===== config.mk =====
export PLATFORM = sky130hd
export DESIGN_NAME = accessory_regs
export DESIGN_NICKNAME = d
export VERILOG_FILES = /design/src/accessory_regs.v
export VERILOG_INCLUDE_DIRS = /design/src
export SDC_FILE = /design/constraint.sdc
export NUM_CORES = 1
export LEC_CHECK = 0
export BUFFER_PORTS_ARGS = -buffer_cell sky130_fd_sc_hd__buf_4
export CAP_MARGIN = 20
export CORE_MARGIN = 2
export CORE_UTILIZATION = 57
export CTS_CLUSTER_DIAMETER = 200
export DETAILED_ROUTE_END_ITERATION = 10
export GPL_TIMING_DRIVEN = 0
export PLACE_DENSITY = 0.79
export SLEW_MARGIN = 25
export SYNTH_ARGS = -nofsm -noshare
export SYNTH_HDL_FRONTEND = slang
export SYNTH_SLANG_ARGS = --single-unit

===== constraint.sdc =====
create_clock -name ref_clk -period 2.15 [get_ports ref_clk]
set_clock_uncertainty 0.05 [all_clocks]
set_input_delay 0.43 -clock ref_clk [delete_from_list [all_inputs] [get_ports ref_clk]]
set_output_delay 0.43 -clock ref_clk [all_outputs]
set_load 0.03 [all_outputs]

===== src/accessory_regs_defs.vh =====
// Register offsets, field positions, reset values and timing for the accessory register bank.
// Assumes the including file supplies the ULPI clock at the rate given below.
`ifndef ACCESSORY_REGS_DEFS_VH
`define ACCESSORY_REGS_DEFS_VH

// ----------------------------------------------------------------------
// Register offsets (6-bit ULPI immediate address)
// ----------------------------------------------------------------------
`define ADDR_LINE_STATE_DEBUG  6'h15
`define ADDR_SCRATCH_WR        6'h16
`define ADDR_SCRATCH_SET       6'h17
`define ADDR_SCRATCH_CLR       6'h18
`define ADDR_ACC_CTRL_WR       6'h19
`define ADDR_ACC_CTRL_SET      6'h1A
`define ADDR_ACC_CTRL_CLR      6'h1B
`define ADDR_ACC_IRQ_EN_WR     6'h1D
`define ADDR_ACC_IRQ_EN_SET    6'h1E
`define ADDR_ACC_IRQ_EN_CLR    6'h1F
`define ADDR_ACC_IRQ_STATUS    6'h20
`define ADDR_RES_CONV_WR       6'h36
`define ADDR_RES_CONV_SET      6'h37
`define ADDR_RES_CONV_CLR      6'h38

// ----------------------------------------------------------------------
// Writable bit masks and reset values
// ----------------------------------------------------------------------
`define MASK_SCRATCH           8'hFF
`define MASK_ACC_CTRL          8'h0E
`define MASK_ACC_IRQ_EN        8'h23
`define MASK_RES_CONV          8'h70
`define RST_SCRATCH            8'h00
`define RST_ACC_CTRL           8'h00
`define RST_ACC_IRQ_EN         8'h00
`define RST_RES_CONV           8'h00

// ----------------------------------------------------------------------
// Field positions
// ----------------------------------------------------------------------
`define BIT_ID_GROUND_DRIVE    1
`define BIT_UART_TX_CONNECT    2
`define BIT_UART_RX_CONNECT    3
`define BIT_ID_FLOAT_RISE_EN   0
`define BIT_ID_FLOAT_FALL_EN   1
`define BIT_RES_DONE_EN        5
`define BIT_CONV_DONE          3
`define BIT_CONV_GO            4
`define BIT_CONV_DONE_EN       6

// ----------------------------------------------------------------------
// Timing
// ----------------------------------------------------------------------
`define REF_CLK_PERIOD_NS      20
`define CONV_TIME_NS           282000
`define CONV_CYCLES            ((`CONV_TIME_NS + `REF_CLK_PERIOD_NS - 1) / `REF_CLK_PERIOD_NS)

`endif


===== src/accessory_regs.v =====
// Accessory (carkit) control, scratch and line-state debug registers of a ULPI transceiver.
// Assumes the ULPI register engine on ref_clk decodes register commands into
// single-cycle read/write strobes with an immediate address, and builds RXCMD from alt_int.
`timescale 1ns/1ps
`include "accessory_regs_defs.vh"
`default_nettype none

module accessory_regs #(
  parameter integer CONV_CYCLES = `CONV_CYCLES
) (
  input  wire       ref_clk,
  input  wire       nrst,
  input  wire       reg_wr_en,
  input  wire       reg_rd_en,
  input  wire [5:0] reg_addr,
  input  wire [7:0] reg_wdata,
  output reg  [7:0] reg_rdata,
  output reg        reg_rd_valid,
  input  wire [1:0] line_state,
  input  wire       id_float_raw,
  input  wire       dp_rx_in,
  input  wire       ulpi_data0_in,
  input  wire [2:0] id_code_in,
  input  wire       id_pullup_enable,
  input  wire       accessory_uart_mode,
  output reg        dm_uart_out,
  output reg        dm_uart_oe,
  output reg        ulpi_data1_out,
  output reg        ulpi_data1_oe,
  output reg        id_ground_drive,
  output reg        resistor_measure_go,
  output reg        alt_int
);

  // ----------------------------------------------------------------------
  // Input synchronisers
  // ----------------------------------------------------------------------
  // Analog and pin inputs are asynchronous; the first stage feeds only the second.
  reg  [7:0] meta_ff;
  reg  [7:0] sync_ff;
  wire [7:0] async_in;

  assign async_in = {id_code_in, ulpi_data0_in, dp_rx_in, id_float_raw, line_state};

  always @(posedge ref_clk or negedge nrst) begin
    if (!nrst) begin
      meta_ff <= 8'h00;
      sync_ff <= 8'h00;
    end else begin
      meta_ff <= async_in;
      sync_ff <= meta_ff;
    end
  end

  wire [1:0] line_state_s = sync_ff[1:0];
  wire       id_float_s   = sync_ff[2];
  wire       dp_s         = sync_ff[3];
  wire       data0_s      = sync_ff[4];
  wire [2:0] id_code_s    = sync_ff[7:5];

  // ----------------------------------------------------------------------
  // Write / set / clear merge
  // ----------------------------------------------------------------------
  // sel: 0 write, 1 set, 2 clear; bits outside mask never change
  function [7:0] merge;
    input [7:0] old;
    input [7:0] data;
    input [7:0] mask;
    input [1:0] sel;
    reg   [7:0] val;
    begin
      case (sel)
        2'd0:    val = data;
        2'd1:    val = old | data;
        2'd2:    val = old & ~data;
        default: val = old;
      endcase
      merge = (val & mask) | (old & ~mask);
    end
  endfunction

  function [1:0] acc_sel;
    input [5:0] addr;
    input [5:0] base;
    begin
      acc_sel = (addr == base) ? 2'd0 :
                (addr == base + 6'h01) ? 2'd1 :
                (addr == base + 6'h02) ? 2'd2 : 2'd3;
    end
  endfunction

  wire [1:0] sel_scratch = acc_sel(reg_addr, `ADDR_SCRATCH_WR);
  wire [1:0] sel_ctrl    = acc_sel(reg_addr, `ADDR_ACC_CTRL_WR);
  wire [1:0] sel_irq_en  = acc_sel(reg_addr, `ADDR_ACC_IRQ_EN_WR);
  wire [1:0] sel_conv    = acc_sel(reg_addr, `ADDR_RES_CONV_WR);

  // ----------------------------------------------------------------------
  // Software registers
  // ----------------------------------------------------------------------
  reg  [7:0] scratch_ff;
  reg  [7:0] acc_ctrl_ff;
  reg  [7:0] acc_irq_en_ff;
  reg  [7:0] conv_ctrl_ff;
  wire       conv_finish;

  reg  [7:0] nxt_conv_ctrl;

  always @* begin
    nxt_conv_ctrl = conv_ctrl_ff;
    if (reg_wr_en && sel_conv != 2'd3)
      nxt_conv_ctrl = merge(conv_ctrl_ff, reg_wdata, `MASK_RES_CONV, sel_conv);
    if (conv_finish)
      nxt_conv_ctrl[`BIT_CONV_GO] = 1'b0;
  end

  always @(posedge ref_clk or negedge nrst) begin
    if (!nrst) begin
      scratch_ff    <= `RST_SCRATCH;
      acc_ctrl_ff   <= `RST_ACC_CTRL;
      acc_irq_en_ff <= `RST_ACC_IRQ_EN;
      conv_ctrl_ff  <= `RST_RES_CONV;
    end else begin
      if (reg_wr_en && sel_scratch != 2'd3)
        scratch_ff <= merge(scratch_ff, reg_wdata, `MASK_SCRATCH, sel_scratch);
      if (reg_wr_en && sel_ctrl != 2'd3)
        acc_ctrl_ff <= merge(acc_ctrl_ff, reg_wdata, `MASK_ACC_CTRL, sel_ctrl);
      if (reg_wr_en && sel_irq_en != 2'd3)
        acc_irq_en_ff <= merge(acc_irq_en_ff, reg_wdata, `MASK_ACC_IRQ_EN,
                               sel_irq_en);
      conv_ctrl_ff <= nxt_conv_ctrl;
    end
  end

  // ----------------------------------------------------------------------
  // Resistor conversion timer
  // ----------------------------------------------------------------------
  // The analog converter settles on its own; this timer marks when its code is valid.
  localparam CONV_IDLE = 1'b0;
  localparam CONV_RUN  = 1'b1;

  reg        conv_state_ff;
  reg [15:0] conv_cnt_ff;
  reg [2:0]  id_code_ff;
  reg        conv_done_ff;
  reg        nxt_conv_state;
  reg [15:0] nxt_conv_cnt;

  wire conv_start = nxt_conv_ctrl[`BIT_CONV_GO] & ~conv_ctrl_ff[`BIT_CONV_GO];
  assign conv_finish = (conv_state_ff == CONV_RUN) &&
                       (conv_cnt_ff == CONV_CYCLES[15:0] - 16'h0001);

  always @* begin
    nxt_conv_state = conv_state_ff;
    nxt_conv_cnt   = conv_cnt_ff;
    case (conv_state_ff)
      CONV_IDLE: begin
        nxt_conv_cnt = 16'h0000;
        if (conv_start)
          nxt_conv_state = CONV_RUN;
      end
      CONV_RUN: begin
        nxt_conv_cnt = conv_cnt_ff + 16'h0001;
        if (conv_finish)
          nxt_conv_state = CONV_IDLE;
        else if (!conv_ctrl_ff[`BIT_CONV_GO])
          nxt_conv_state = CONV_IDLE;
      end
      default: begin
        nxt_conv_state = CONV_IDLE;
        nxt_conv_cnt   = 16'h0000;
      end
    endcase
  end

  // Done set beats a clearing read in the same cycle
  wire rd_conv  = reg_rd_en && sel_conv != 2'd3;
  wire done_irq = conv_finish & (acc_irq_en_ff[`BIT_RES_DONE_EN] |
                                 conv_ctrl_ff[`BIT_CONV_DONE_EN]);

  always @(posedge ref_clk or negedge nrst) begin
    if (!nrst) begin
      conv_state_ff <= CONV_IDLE;
      conv_cnt_ff   <= 16'h0000;
      id_code_ff    <= 3'h0;
      conv_done_ff  <= 1'b0;
    end else begin
      conv_state_ff <= nxt_conv_state;
      conv_cnt_ff   <= nxt_conv_cnt;
      if (conv_finish) begin
        id_code_ff   <= id_code_s;
        conv_done_ff <= 1'b1;
      end else if (rd_conv) begin
        conv_done_ff <= 1'b0;
      end
    end
  end

  // ----------------------------------------------------------------------
  // ID float detection and interrupt event
  // ----------------------------------------------------------------------
  // Without the pull-up the float comparator is meaningless, so it is gated off.
  wire id_float_q = id_float_s & id_pullup_enable;
  reg  id_float_ff;

  wire float_rise = id_float_q & ~id_float_ff;
  wire float_fall = ~id_float_q & id_float_ff;

  always @(posedge ref_clk or negedge nrst) begin
    if (!nrst) begin
      id_float_ff <= 1'b0;
      alt_int     <= 1'b0;
    end else begin
      id_float_ff <= id_float_q;
      alt_int     <= (float_rise & acc_irq_en_ff[`BIT_ID_FLOAT_RISE_EN]) |
                     (float_fall & acc_irq_en_ff[`BIT_ID_FLOAT_FALL_EN]) |
                     done_irq;
    end
  end

  // ----------------------------------------------------------------------
  // Register read
  // ----------------------------------------------------------------------
  reg [7:0] rd_mux;

  always @* begin
    case (reg_addr)
      `ADDR_LINE_STATE_DEBUG:
        rd_mux = {6'h00, line_state_s};
      `ADDR_SCRATCH_WR, `ADDR_SCRATCH_SET, `ADDR_SCRATCH_CLR:
        rd_mux = scratch_ff;
      `ADDR_ACC_CTRL_WR, `ADDR_ACC_CTRL_SET, `ADDR_ACC_CTRL_CLR:
        rd_mux = acc_ctrl_ff & `MASK_ACC_CTRL;
      `ADDR_ACC_IRQ_EN_WR, `ADDR_ACC_IRQ_EN_SET, `ADDR_ACC_IRQ_EN_CLR:
        rd_mux = acc_irq_en_ff & `MASK_ACC_IRQ_EN;
      `ADDR_ACC_IRQ_STATUS:
        rd_mux = {1'b0, conv_done_ff, id_code_ff, 2'b00, id_float_ff};
      `ADDR_RES_CONV_WR, `ADDR_RES_CONV_SET, `ADDR_RES_CONV_CLR:
        rd_mux = {1'b0, conv_ctrl_ff[6:4], conv_done_ff, id_code_ff};
      default:
        rd_mux = 8'h00;
    endcase
  end

  always @(posedge ref_clk or negedge nrst) begin
    if (!nrst) begin
      reg_rdata    <= 8'h00;
      reg_rd_valid <= 1'b0;
    end else begin
      reg_rd_valid <= reg_rd_en;
      if (reg_rd_en)
        reg_rdata <= rd_mux;
    end
  end

  // ----------------------------------------------------------------------
  // Accessory pin routing
  // ----------------------------------------------------------------------
  // The link sets the connect bits before entering UART mode, so the pads
  // never see a half-configured route.
  always @(posedge ref_clk or negedge nrst) begin
    if (!nrst) begin
      id_ground_drive     <= 1'b0;
      dm_uart_out         <= 1'b1;
      dm_uart_oe          <= 1'b0;
      ulpi_data1_out      <= 1'b1;
      ulpi_data1_oe       <= 1'b0;
      resistor_measure_go <= 1'b0;
    end else begin
      id_ground_drive     <= acc_ctrl_ff[`BIT_ID_GROUND_DRIVE];
      dm_uart_out         <= data0_s;
      dm_uart_oe          <= acc_ctrl_ff[`BIT_UART_TX_CONNECT];
      ulpi_data1_out      <= acc_ctrl_ff[`BIT_UART_RX_CONNECT] ? dp_s
                                                               : 1'b1;
      ulpi_data1_oe       <= accessory_uart_mode;
      resistor_measure_go <= (conv_state_ff == CONV_RUN);
    end
  end

endmodule

`default_nettype wire


== Yosys cells after proc, flatten, opt, wreduce, memory -nomap -nowiden ==
Index checks and enable logic that the tools add are counted.

* Register bits: 86
* Output and inout port bits: 16
* Logic and storage cells: 122

* Bitwise gates (word level): 26
* $add $sub $neg: 1
* Equality and inequality tests: 27
* Multiplexer cells: 30
* Reductions and logical operators: 17

{| class="wikitable"
|+ Operator list
! cell !! number
|-
| $eq A6 B5 Y1 const B || 10
|-
| $pmux W8 S6 || 1
|-
| $pmux W16 S2 || 1
|-
| $eq A6 B6 Y1 const B || 4
|-
| $pmux W8 S3 || 1
|-
| $pmux W7 S3 || 1
|-
| $pmux W6 S3 || 1
|-
| $add A16 B1 Y16 const B || 1
|-
| $eq A16 B14 Y1 const B || 1
|-
| $mux W2 || 8
|-
| $pmux W4 S3 || 1
|-
| $reduce_or A3 Y1 || 4
|-
| $mux W1 || 11
|-
| $and A8 B8 Y8 || 1
|-
| $eq A2 B1 Y1 const B || 4
|-
| $eq A2 B2 Y1 const B || 4
|-
| $logic_not A2 Y1 || 4
|-
| $ne A2 B2 Y1 const B || 4
|-
| $not A8 Y8 || 1
|-
| $or A4 B8 Y8 || 1
|-
| $or A6 B8 Y8 || 1
|-
| $or A7 B8 Y8 || 1
|-
| $or A8 B8 Y8 || 1
|-
| $and A1 B1 Y1 || 7
|-
| other kinds (17) || 27
|}

== Depth between registers and ports, before layout ==
Gate-level depths: netlist (run 1).

* Depth in word-level cells: 13
* Mapped depth: 10
* Depth with buffers taken out: 9

== Worst setup path before layout (run 1) ==
Ideal clock, no wire load.

* Path type: input port to flip-flop
* Start: input port reg_addr[2]
* End: register scratch_ff[6]
* Data required time: 2.023 ns
* Setup time: 0.077 ns
* Slack: -0.122 ns
* Arrival: 2.145 ns
* Stages: 9
* Cells stage by stage: clkbuf_1 nand2_1 nor2_1 o21ai_0 ha_1 nor3b_2 clkbuf_1 a21oi_1 a21oi_1

* Cells in the longest elaborated chain, start to end: 7
* Elaborated cells on any way between the ends: 14
* Classes of those cells: eq/ne: 6; mux: 4; reduce/logical: 4

{| class="wikitable"
|+ Ends and longest elaborated chain
! item !! RTL line !! text
|-
| from (decl) || accessory_regs.v:15 || <nowiki>input wire [5:0] reg_addr,</nowiki>
|-
| $eq A6 B5 Y1 || accessory_regs.v:88 || <nowiki>(addr == base + 6'h02) ? 2'd2 : 2'd3;</nowiki>
|-
| $mux W1 || accessory_regs.v:88 ||
|-
| $mux W2 || accessory_regs.v:87 || <nowiki>(addr == base + 6'h01) ? 2'd1 :</nowiki>
|-
| $mux W2 (*) || accessory_regs.v:86 || <nowiki>acc_sel = (addr == base) ? 2'd0 :</nowiki>
|-
| $eq A2 B2 Y1 (tied with other cells) || accessory_regs.v:72 || <nowiki>case (sel)</nowiki>
|-
| $reduce_bool A3 Y1 (no source line) / $logic_and A1 B1 Y1 (equally long branches) || -- ||
|-
| $reduce_and A2 Y1 (no source line) || -- ||
|-
| to (signal assigned) || accessory_regs.v:118 || <nowiki>scratch_ff <= `RST_SCRATCH;</nowiki>
|-
| to (signal assigned) || accessory_regs.v:124 || <nowiki>scratch_ff <= merge(scratch_ff, reg_wdata, `MASK_SCRATCH, sel_scratch);</nowiki>
|-
| to (decl) || accessory_regs.v:100 || <nowiki>reg [7:0] scratch_ff;</nowiki>
|}

Mark *: on every way between the ends. The rest lies on a longest branch, timed or not.
A chain may end at the register's enable or synchronous reset.

== Worst setup path in the final report (run 1) ==
* Start: register conv_cnt_ff[0]
* End: register id_code_ff[0]

* Cells in the longest elaborated chain, start to end: 2

{| class="wikitable"
|+ Ends and longest elaborated chain
! item !! RTL line !! text
|-
| from (decl) || accessory_regs.v:142 || <nowiki>reg [15:0] conv_cnt_ff;</nowiki>
|-
| from (signal assigned) || accessory_regs.v:188 || <nowiki>conv_cnt_ff <= nxt_conv_cnt;</nowiki>
|-
| $eq A16 B14 Y1 || accessory_regs.v:150 || <nowiki>(conv_cnt_ff == CONV_CYCLES[15:0] - 16'h0001);</nowiki>
|-
| $logic_and A1 B1 Y1 || accessory_regs.v:149 || <nowiki>assign conv_finish = (conv_state_ff == CONV_RUN) &&</nowiki>
|-
| to (signal assigned) || accessory_regs.v:190 || <nowiki>id_code_ff <= id_code_s;</nowiki>
|-
| to (decl) || accessory_regs.v:143 || <nowiki>reg [2:0] id_code_ff;</nowiki>
|}

No other way between the ends.

==> results of run 1 <==
where the power goes:
group	internal, uW	switching, uW	total (uW)	leakage (uW)
Clock	479	471	950	0.0000894
Sequential	1390	33.8	1430	0.000924
Combinational	117	165	281	0.000756
Total	1990	670	2660	0.00177
layer usage:
metal,wire (um),share of wire (%),track usage [%],vias to the layer above
met5,0,0,0,-
met4,116,1.6,10.3,0
met3,432,6.0,4.75,11
met2,3410,47,37.3,101
met1,3250,45,36.7,1233
li1,-,-,-,1223
layout by cell type, fill, tap and decap left out, types with 8 or more instances in the layout:
cell	count
sky130_fd_sc_hd__dfrtp_1	69
sky130_fd_sc_hd__buf_4	45
sky130_fd_sc_hd__a21oi_1	29
sky130_fd_sc_hd__nand2_1	16
sky130_fd_sc_hd__nor2_1	16
sky130_fd_sc_hd__nand3_1	12
sky130_fd_sc_hd__and2_1	12
sky130_fd_sc_hd__o21ai_0	11
sky130_fd_sc_hd__clkbuf_8	11
sky130_fd_sc_hd__mux2_2	10
sky130_fd_sc_hd__nand2b_1	8
sky130_fd_sc_hd__clkbuf_1	8
sky130_fd_sc_hd__nor2b_1	8
sky130_fd_sc_hd__o22ai_1	8
logic make-up (layout without fill, tap and decap cells):
family,Yosys count,count (layout),synth area share [%]
simple gates,109,109,19.1
xor+xnor,10,10,2.67
buf+inv,20,78,2.44
fa+ha+maj,5,5,1.91
compound gates,78,78,14.9
mux,14,14,4.66
flops,71,71,54.3
path summary, 6_finish.rpt:
path,start,endpoint
max,conv_cnt_ff[0],id_code_ff[0]
min,id_float_raw,meta_ff[2]
max reg2reg,conv_cnt_ff[0],id_code_ff[0]
min reg2reg,meta_ff[6],sync_ff[6]
max in group asynchronous,nrst,reg_rdata[3]
min in group asynchronous,nrst,conv_cnt_ff[9]
worst max-delay path, cell delays in order (launching register included):
cell                       delay (ps)
sky130_fd_sc_hd__dfrtp_1          400
sky130_fd_sc_hd__ha_1             320
sky130_fd_sc_hd__nor4b_2          290
sky130_fd_sc_hd__and4_1           230
sky130_fd_sc_hd__clkbuf_1         270
sky130_fd_sc_hd__mux2_2           370
per-stage QoR:
| step | hold WS (ps) | setup WS [ps] | TNS, ps |
|---|---|---|---|
| after floorplan | 84.4 | 28.0 | 0 |
| after global placement | 282 | -402 | -3170 |
| after detailed placement | 285 | -494 | -3680 |
| after CTS | 134 | 35.8 | 0 |
| after global routing | 132 | -12.9 | -28.6 |
| final | 141 | 112 | 0 |
final cells by class:
cell class / instances / area [um^2]
flip-flops and latches: 71 / 1780
fillers: 420 / 1650
repair buffers: 44 / 330
inverters: 6 / 22.5
multi-input cells: 216 / 1440
clock buffers: 13 / 159
plain buffers: 12 / 55.1
clock inverters: 3 / 17.5
well taps: 72 / 90.1
timing repair:
item | in CTS | in global routing
buffers inserted | 0 | 3
setup endpoints to repair | 8 | 11
pin swaps | 0 | 1
resized for setup | 1 | 8
==> metrics.sh, run 1 <==
OUTCOME='complete, no violations'
YOSYSMOSTFREQUENTCELL='sky130_fd_sc_hd__dfrtp_1'
SETUP_VIOL=0
CRITICAL_PATH.MAX_FANOUT=6
FINALHOLDVIOLCOUNT=0
DESIGN.DIE.AREA_UM2=6370
AVGSYNTHCELLAREA_UM2=10.7
PLEAK_uW=0.00177
DR.FIRST_ITER.DRC_COUNT=279
CRIT_PATH_DAT_PS=2210
SYNTH_CELL_TYPE_COUNT=49
RELSLEWSLACK_PCT=43.1
FIN_CRIT_SH_PCT=94.8
CELL_TYPES_OCCUPYING_THE_MOST_AREA_AFTER_SYNTHESIS='sky130_fd_sc_hd__dfrtp_1 (53%), sky130_fd_sc_hd__a21oi_1 (4.4%), sky130_fd_sc_hd__mux2_2 (3.4%)'
DRC=0
FINISH.NET_COUNT=393
NUMCTSBUFFERS=9
DRT_WL_TOTAL_UM=7210
INITIAL_UTILIZATION_PCT=59.1
TRITONCTS='built'
NUMPORTBUFFERS=41
TOTAL_STANDARD_CELL_AREA_AFTER_SYNTHESIS_UM2=3280
VIAS=2568
FIN_TOTAL_PWR_uW=2660
COUNT_OF_ANTENNA_VIOLATING_NETS_LEFT_AFTER_DETAILED_ROUTING=0
WORST_R2R_PATH_DEPTH=5
WORSTSKEWPAIRLATENCY_PS=340
CRITPATHKIND='flop to flop'
HOLD_BUFFER_COUNT_AT_CTS=0
FMAX_MHz=491
CRITICAL_PATH.ENDPOINT_TYPE='flop'
WHS_PATH_DEPTH=1
PEAKVDDDROP_mV=0.496
PLACE.GP.CONGESTION=0.868
GRT_START_MAX_NET_PINS=72
FINAL-MAX-SLEW-VIOLATION-COUNT=0
TOP_LEVEL_PORTS=44
GRT_FIRST_PASS_WIRELENGTH_UM=12200
ASYNC_FLOP_SHARE_PCT=100
DP_CELLS=420
H-TREE-DEPTH=3
YS_SEQ_AREA_SHARE_PCT=54.3
GRT_PASS1_VIAS=2473
CTS.REPORTEDPATHS.CLKPINSLEW_PS=80
CELLPOWERDENSITY_nW_PER_UM2=683
ROUTED_VIA_DENSITY=5.88
DP_HPWL_UM=4910
MAX_SLEW.WORST_PIN.SLEW_PS=853
DPL_CELL_AREA_UM2=3680
YS_FF_LATCH=71
NUMBER_OF_BUFFERS_ON_THE_LONGEST_CLOCK_PATH=2
DIE-WIDTH_UM=79.8
NUM_ROWS=27
YOSYSTOPAREACELL='sky130_fd_sc_hd__dfrtp_1'
WORST_EP_REQUIRED_TIME_PS=2320
POST_SYNTH_MOST_FREQUENT_CELLS='sky130_fd_sc_hd__dfrtp_1 (69), sky130_fd_sc_hd__a21oi_1 (29), sky130_fd_sc_hd__nor2_1 (17), sky130_fd_sc_hd__nand2_1 (16)'
NUM_ANTENNA_CELLS=0
DOMINANTREGCELLSYNTH='sky130_fd_sc_hd__dfrtp_1'
FINAL_LAYOUT_SIZE_SUFFIX_GT1_SHARE_PCT=24.1
CTS.SINK_COUNT=71
FINAL_CELLS=437
WORST_HOLD_PATH_TYPE='input port to flop'
POSTLAYOUTCOREUTIL_PCT=70.3
TIMING.CRITICAL_PATH.FROM_TYPE='flop'
ANTENNA_FOUND_INITIAL=0
MINIMUM_SETUP_SLACK_AMONG_REG_TO_REG_PATHS_PS=110
SYNTH_TOP_AREA_SHARE_PCT=52.7
SYNTH_NETS=340
SYNTH_CELLS=307
GLOBALROUTE.TOTALOVERFLOW=0
MAX_CAP_VIOLATIONS=0
SYNTH_EDF_COUNT=0
DIEHEIGHT_UM=79.8
FIRST_PASS_ITERS=4
SYNTH.YOSYS.WARNINGS=0
DETAIL_ROUTE.WL_PER_CELL_UM=16.5
SHORTEST_CLOCK_PERIOD_THE_WORST_PATH_ALLOWS_AFTER_LAYOUT_PS=2040
GRT.TOTAL_USAGE_PCT=25.2
CLOCK-ROOT-BUFFER='sky130_fd_sc_hd__clkbuf_8'
LAYOUT.CELL_AREA.NON_FILLER_UM2=3890
CORE_AREA_UM2=5540
SYNTHTOLAYOUTAREAGROWTH_PCT=18.9
Note: power is estimated with default switching activity, not from simulation.
==> inputs of run 2 (changes only) <==
Settings changed: CORE_UTILIZATION 57 to 61, PLACE_DENSITY 0.79 to 0.84, SKIP_CTS_REPAIR_TIMING set to 1.
Clock period 2.15 ns to 2.65 ns, I/O delays scaled along.
==> metrics.sh, run 2 (synthesis gave the netlist of run 1 again) <==
CTS.SINK_COUNT=71
DESIGN.DIE.AREA_UM2=5970
NUMPORTBUFFERS=41
OUTCOME='complete, no violations'
GRT_PASS1_VIAS=2513
H-TREE-DEPTH=3
CORE_AREA_UM2=5140
SHORTEST_CLOCK_PERIOD_THE_WORST_PATH_ALLOWS_AFTER_LAYOUT_PS=2440
NUMCTSBUFFERS=9
PLACE_WORST_SETUP_SLACK_PS=-344
POSTLAYOUTCOREUTIL_PCT=75.4
DR.FIRST_ITER.DRC_COUNT=302
MULTI_INPUT_COMB_AREA_UM2=1420
CRITICAL_PATH.MAX_FANOUT=10
INITIAL_UTILIZATION_PCT=63.8
GRT_SETUP_UNREPAIRED='false'
DRC=0
ANTENNA_FOUND_INITIAL=0
CRIT_PATH_DAT_PS=2660
DP_HPWL_UM=4980
WORSTSKEWPAIRLATENCY_PS=360
SYNTHTOLAYOUTAREAGROWTH_PCT=18.3
TRITONCTS='built'
GLOBALROUTE.TOTALOVERFLOW=0
VIAS=2610
NUM_ROWS=26
TOP_LEVEL_PORTS=44
GRT_FIRST_PASS_WIRELENGTH_UM=12100
LAYOUT_COMMONEST_CELL='sky130_fd_sc_hd__dfrtp_1'
FIRST_PASS_ITERS=5
MAX_CAP_VIOLATIONS=0
SETUP_VIOL=0
MINIMUM_SETUP_SLACK_AMONG_REG_TO_REG_PATHS_PS=530
FIN_CRIT_SH_PCT=91.9
FINAL_LAYOUT_SIZE_SUFFIX_GT1_SHARE_PCT=22.5
FMAX_MHz=411
PLACE.GP.CONGESTION=0.889
GRT.TOTAL_USAGE_PCT=26.3
ROUTED_VIA_DENSITY=6.01
CRITPATHKIND='input port to flop'
PLEAK_uW=0.00175
WORST_EP_REQUIRED_TIME_PS=2880
LAYOUT_COMMON_CELLS='sky130_fd_sc_hd__dfrtp_1 (69), sky130_fd_sc_hd__buf_4 (41), sky130_fd_sc_hd__a21oi_1 (29), sky130_fd_sc_hd__nor2_1 (17), sky130_fd_sc_hd__nand2_1 (16)'
GRT_START_MAX_NET_PINS=72
WORST_HOLD_PATH_TYPE='input port to flop'
FINISH.NET_COUNT=392
FF_LATCH_AREA_UM2=1780
FILLER_CELL_COUNT=402
DETAIL_ROUTE.WL_PER_CELL_UM=16.5
NUM_ANTENNA_CELLS=0
TIMING.CRITICAL_PATH.FROM_TYPE='input port'
MAX_SLEW.WORST_PIN.SLEW_PS=850
PEAKVDDDROP_mV=0.400
DIEHEIGHT_UM=77.3
CTS.REPORTEDPATHS.CLKPINSLEW_PS=80
RELSLEWSLACK_PCT=43.4
CLOCK-ROOT-BUFFER='sky130_fd_sc_hd__clkbuf_8'
FINALHOLDVIOLCOUNT=0
FINAL-MAX-SLEW-VIOLATION-COUNT=0
DIE-WIDTH_UM=77.3
FINAL_CRITICAL_PATH_SETUP_SLACK_PS=214
DRT_WL_TOTAL_UM=7160
NUMBER_OF_BUFFERS_ON_THE_LONGEST_CLOCK_PATH=2
COUNT_OF_ANTENNA_VIOLATING_NETS_LEFT_AFTER_DETAILED_ROUTING=0
CELLPOWERDENSITY_nW_PER_UM2=582
CRITICAL_PATH.ENDPOINT_TYPE='flop'
-- run 2: critical path, stage by stage --
cell	delay (ps)
sky130_fd_sc_hd__buf_4	140
sky130_fd_sc_hd__clkbuf_2	190
sky130_fd_sc_hd__nand2_1	120
sky130_fd_sc_hd__nor2_1	70
sky130_fd_sc_hd__o21ai_1	340
sky130_fd_sc_hd__ha_1	300
sky130_fd_sc_hd__clkbuf_1	210
sky130_fd_sc_hd__nand2b_1	120
sky130_fd_sc_hd__buf_1	310
sky130_fd_sc_hd__o22ai_1	160
sky130_fd_sc_hd__a21oi_1	180
-- run 2: power breakdown --
group	total (uW)	switching [uW]	internal, uW
Clock	872	430	442
Sequential	1160	26.5	1130
Combinational	227	133	93.4
-- run 2: layer usage --
metal	part of all wire, %	wire, um	global-route usage [%]	up-vias
met5	0	0	0	-
met4	2.8	204	11.4	0
met3	6.1	439	4.82	25
met2	47	3390	39.9	120
met1	44	3130	37.2	1245
li1	-	-	-	1220
-- run 2: layout make-up --
class	instances	share of cell area, %
clock inverter	7	2.03
clock buffer	9	3.19
timing repair buffer	41	7.94
sequential	71	45.9
tap	70	2.26
inverter	6	0.581
buffer	14	1.55
multi-input combinational	216	36.6
-- run 2: worst paths after layout --
kind                                 from             end  cells past startpoint
max                           reg_addr[2]   scratch_ff[4]                     11
min                         ulpi_data0_in      meta_ff[4]                      1
max reg2reg                conv_cnt_ff[0]   id_code_ff[0]                      5
min reg2reg                    meta_ff[7]      sync_ff[7]                      0
max in group asynchronous            nrst      meta_ff[1]                      1
min in group asynchronous            nrst  conv_cnt_ff[9]                      1
-- run 2: through the flow --
stage | instance area (um^2) | cells | power, uW | hold slack, ps | setup TNS [ps]
floorplan | 3280 | 307 | 1290 | 184 | 0
finish | 3880 | 434 | 2260 | 224 | 0
global route | 3880 | 434 | 2340 | 218 | 0
CTS | 3870 | 434 | 2260 | 222 | -1.07
detailed placement | 3670 | 418 | 1400 | 285 | -2510
global placement | 3670 | 418 | 1390 | 282 | -1870
==> inputs of run 3 (changes only) <==
Settings changed: CORE_UTILIZATION 61 to 62, CTS_BUF_LIST set to sky130_fd_sc_hd__clkbuf_4, CTS_CLUSTER_DIAMETER 200 to 150, PLACE_DENSITY 0.84 to 0.85.
==> metrics.sh, run 3 (synthesis gave the netlist of run 1 again) <==
TOTAL_SWITCHING_POWER_uW=518
POSTLAYOUTCOREUTIL_PCT=74.5
DP_HPWL_UM=4890
GRT_SETUP_UNREPAIRED='false'
DR.FIRST_ITER.DRC_COUNT=245
COUNT_OF_ANTENNA_VIOLATING_NETS_LEFT_AFTER_DETAILED_ROUTING=0
CRITICAL_PATH.ENDPOINT_TYPE='flop'
DETAIL_ROUTE.WL_PER_CELL_UM=16.1
FINALHOLDVIOLCOUNT=0
P_SW_SHARE_PCT=25.4
NUMPORTBUFFERS=41
FINAL-MAX-SLEW-VIOLATION-COUNT=0
CLOCK-ROOT-BUFFER='sky130_fd_sc_hd__clkbuf_4'
FINAL_CELLS=434
DESIGN.DIE.AREA_UM2=5880
SYNTHTOLAYOUTAREAGROWTH_PCT=16.2
WORSTSKEWPAIRLATENCY_PS=410
PLEAK_uW=0.00172
CTS.SINK_COUNT=71
TIMING.CRITICAL_PATH.FROM_TYPE='input port'
TOP_LEVEL_PORTS=44
DIEHEIGHT_UM=76.7
PLACE.GP.CONGESTION=0.895
CELLPOWERDENSITY_nW_PER_UM2=537
POWER.SEQUENTIAL.FRACTION_PCT=56.6
TRITONCTS='built'
LAYOUT_COMMON_CELLS='sky130_fd_sc_hd__dfrtp_1 (69), sky130_fd_sc_hd__buf_4 (41), sky130_fd_sc_hd__a21oi_1 (29), sky130_fd_sc_hd__nor2_1 (17), sky130_fd_sc_hd__nand2_1 (16)'
ANTENNA_FOUND_INITIAL=0
CTS.REPORTEDPATHS.CLKPINSLEW_PS=110
SHORTEST_CLOCK_PERIOD_THE_WORST_PATH_ALLOWS_AFTER_LAYOUT_PS=2380
NUM_ANTENNA_CELLS=0
MAX_SLEW.WORST_PIN.SLEW_PS=848
TIMING.HOLD.WS_PS=153
DRC=0
ROUTED_VIA_DENSITY=6.05
DP_CELLS=418
FILLER_CELL_COUNT=385
FMAX_MHz=420
OUTCOME='complete, no violations'
CRIT_PATH_DAT_PS=2660
H-TREE-DEPTH=3
WORST_HOLD_PATH_TYPE='input port to asynchronous set/reset pin'
DRT_WL_TOTAL_UM=7000
MAX_CAP_VIOLATIONS=0
INITIAL_UTILIZATION_PCT=64.2
RELSLEWSLACK_PCT=43.4
SETUP_VIOL=0
INTERNAL_POWER_uW=1520
CLKPWRFRAC_PCT=32.4
CRITPATHKIND='input port to flop'
VIAS=2625
SETUP-TNS-FINAL_PS=0
DIE-WIDTH_UM=76.7
POWER_FRAC_COMB_PCT=11.0
FIN_TOTAL_PWR_uW=2040
GRT_FIRST_PASS_WIRELENGTH_UM=11700
FINISH.NET_COUNT=392
FINAL_LAYOUT_SIZE_SUFFIX_GT1_SHARE_PCT=21.7
FIN_CRIT_SH_PCT=89.9
GLOBALROUTE.TOTALOVERFLOW=0
GRT_START_MAX_NET_PINS=72
PEAKVDDDROP_mV=0.454
NUMCTSBUFFERS=9
LAYOUT_COMMONEST_CELL='sky130_fd_sc_hd__dfrtp_1'
CRITICAL_PATH.MAX_FANOUT=10
FIRST_PASS_ITERS=5
NUMBER_OF_BUFFERS_ON_THE_LONGEST_CLOCK_PATH=2
NUM_ROWS=26
GRT_PASS1_VIAS=2502
GRT.TOTAL_USAGE_PCT=25.9
WORST_EP_REQUIRED_TIME_PS=2930
CORE_AREA_UM2=5110
## run 3: changes by cell type in the layout (fill, tap and decap cells not counted), sizes merged
cell and delta:
clkbuf +2, inv -2, clkinvlp -2, clkinv +2
## run 3: through the flow
step | instance area [um^2] | setup WS, ps
finish | 3810 | 266
global route | 3810 | 59.3
CTS | 3800 | 61.3
detailed placement | 3670 | -354
global placement | 3670 | -288
floorplan | 3280 | 278
## run 3: cell type report
class / count / area, um^2 / share of cell area (%)
clock inverters: 5 / 50.0 / 1.31
inverters: 6 / 22.5 / 0.592
multi-input cells: 216 / 1420 / 37.2
plain buffers: 14 / 58.8 / 1.55
repair buffers: 41 / 308 / 8.09
flip-flops and latches: 71 / 1780 / 46.7
well taps: 70 / 87.6 / 2.30
clock buffers: 11 / 82.6 / 2.17
## run 3: routing by layer
metal / global-route usage (%) / wire [um] / vias to the layer above
met4: 13.1 / 187 / 0
li1: - / - / 1222
met2: 39.8 / 3320 / 127
met5: 0 / 0 / -
met3: 4.47 / 615 / 20
met1: 35.9 / 2880 / 1256
## run 3: worst paths after layout
| kind | from | endpoint | slack, ps | cells after the start |
|---|---|---|---|---|
| worst max-delay path | reg_addr[1] | scratch_ff[6] | 270 | 9 |
| worst min-delay path | nrst | conv_cnt_ff[9] | 150 | 1 |
| worst max register to register | conv_cnt_ff[0] | id_code_ff[2] | 570 | 5 |
| worst min register to register | meta_ff[4] | sync_ff[4] | 310 | 0 |
| max in group asynchronous | nrst | id_ground_drive | 1830 | 1 |
| min in group ref_clk | id_code_in[0] | meta_ff[5] | 160 | 1 |
## run 3: power groups by stage
stage	combinational [uW]	clock [uW]	sequential [uW]
after floorplan	96.9	0	1190
after global placement	218	0	1180
after detailed placement	223	0	1180
after CTS	225	681	1160
after global routing	246	721	1160
final	225	662	1160
## run 3: worst max-delay path, stage by stage
cell and delay, ps:
sky130_fd_sc_hd__buf_4 110, sky130_fd_sc_hd__buf_2 170, sky130_fd_sc_hd__nor3b_1 290, sky130_fd_sc_hd__o21ai_1 220, sky130_fd_sc_hd__ha_1 270, sky130_fd_sc_hd__nor3b_2 410, sky130_fd_sc_hd__clkbuf_1 390, sky130_fd_sc_hd__a21oi_1 130
sky130_fd_sc_hd__a21oi_1 150
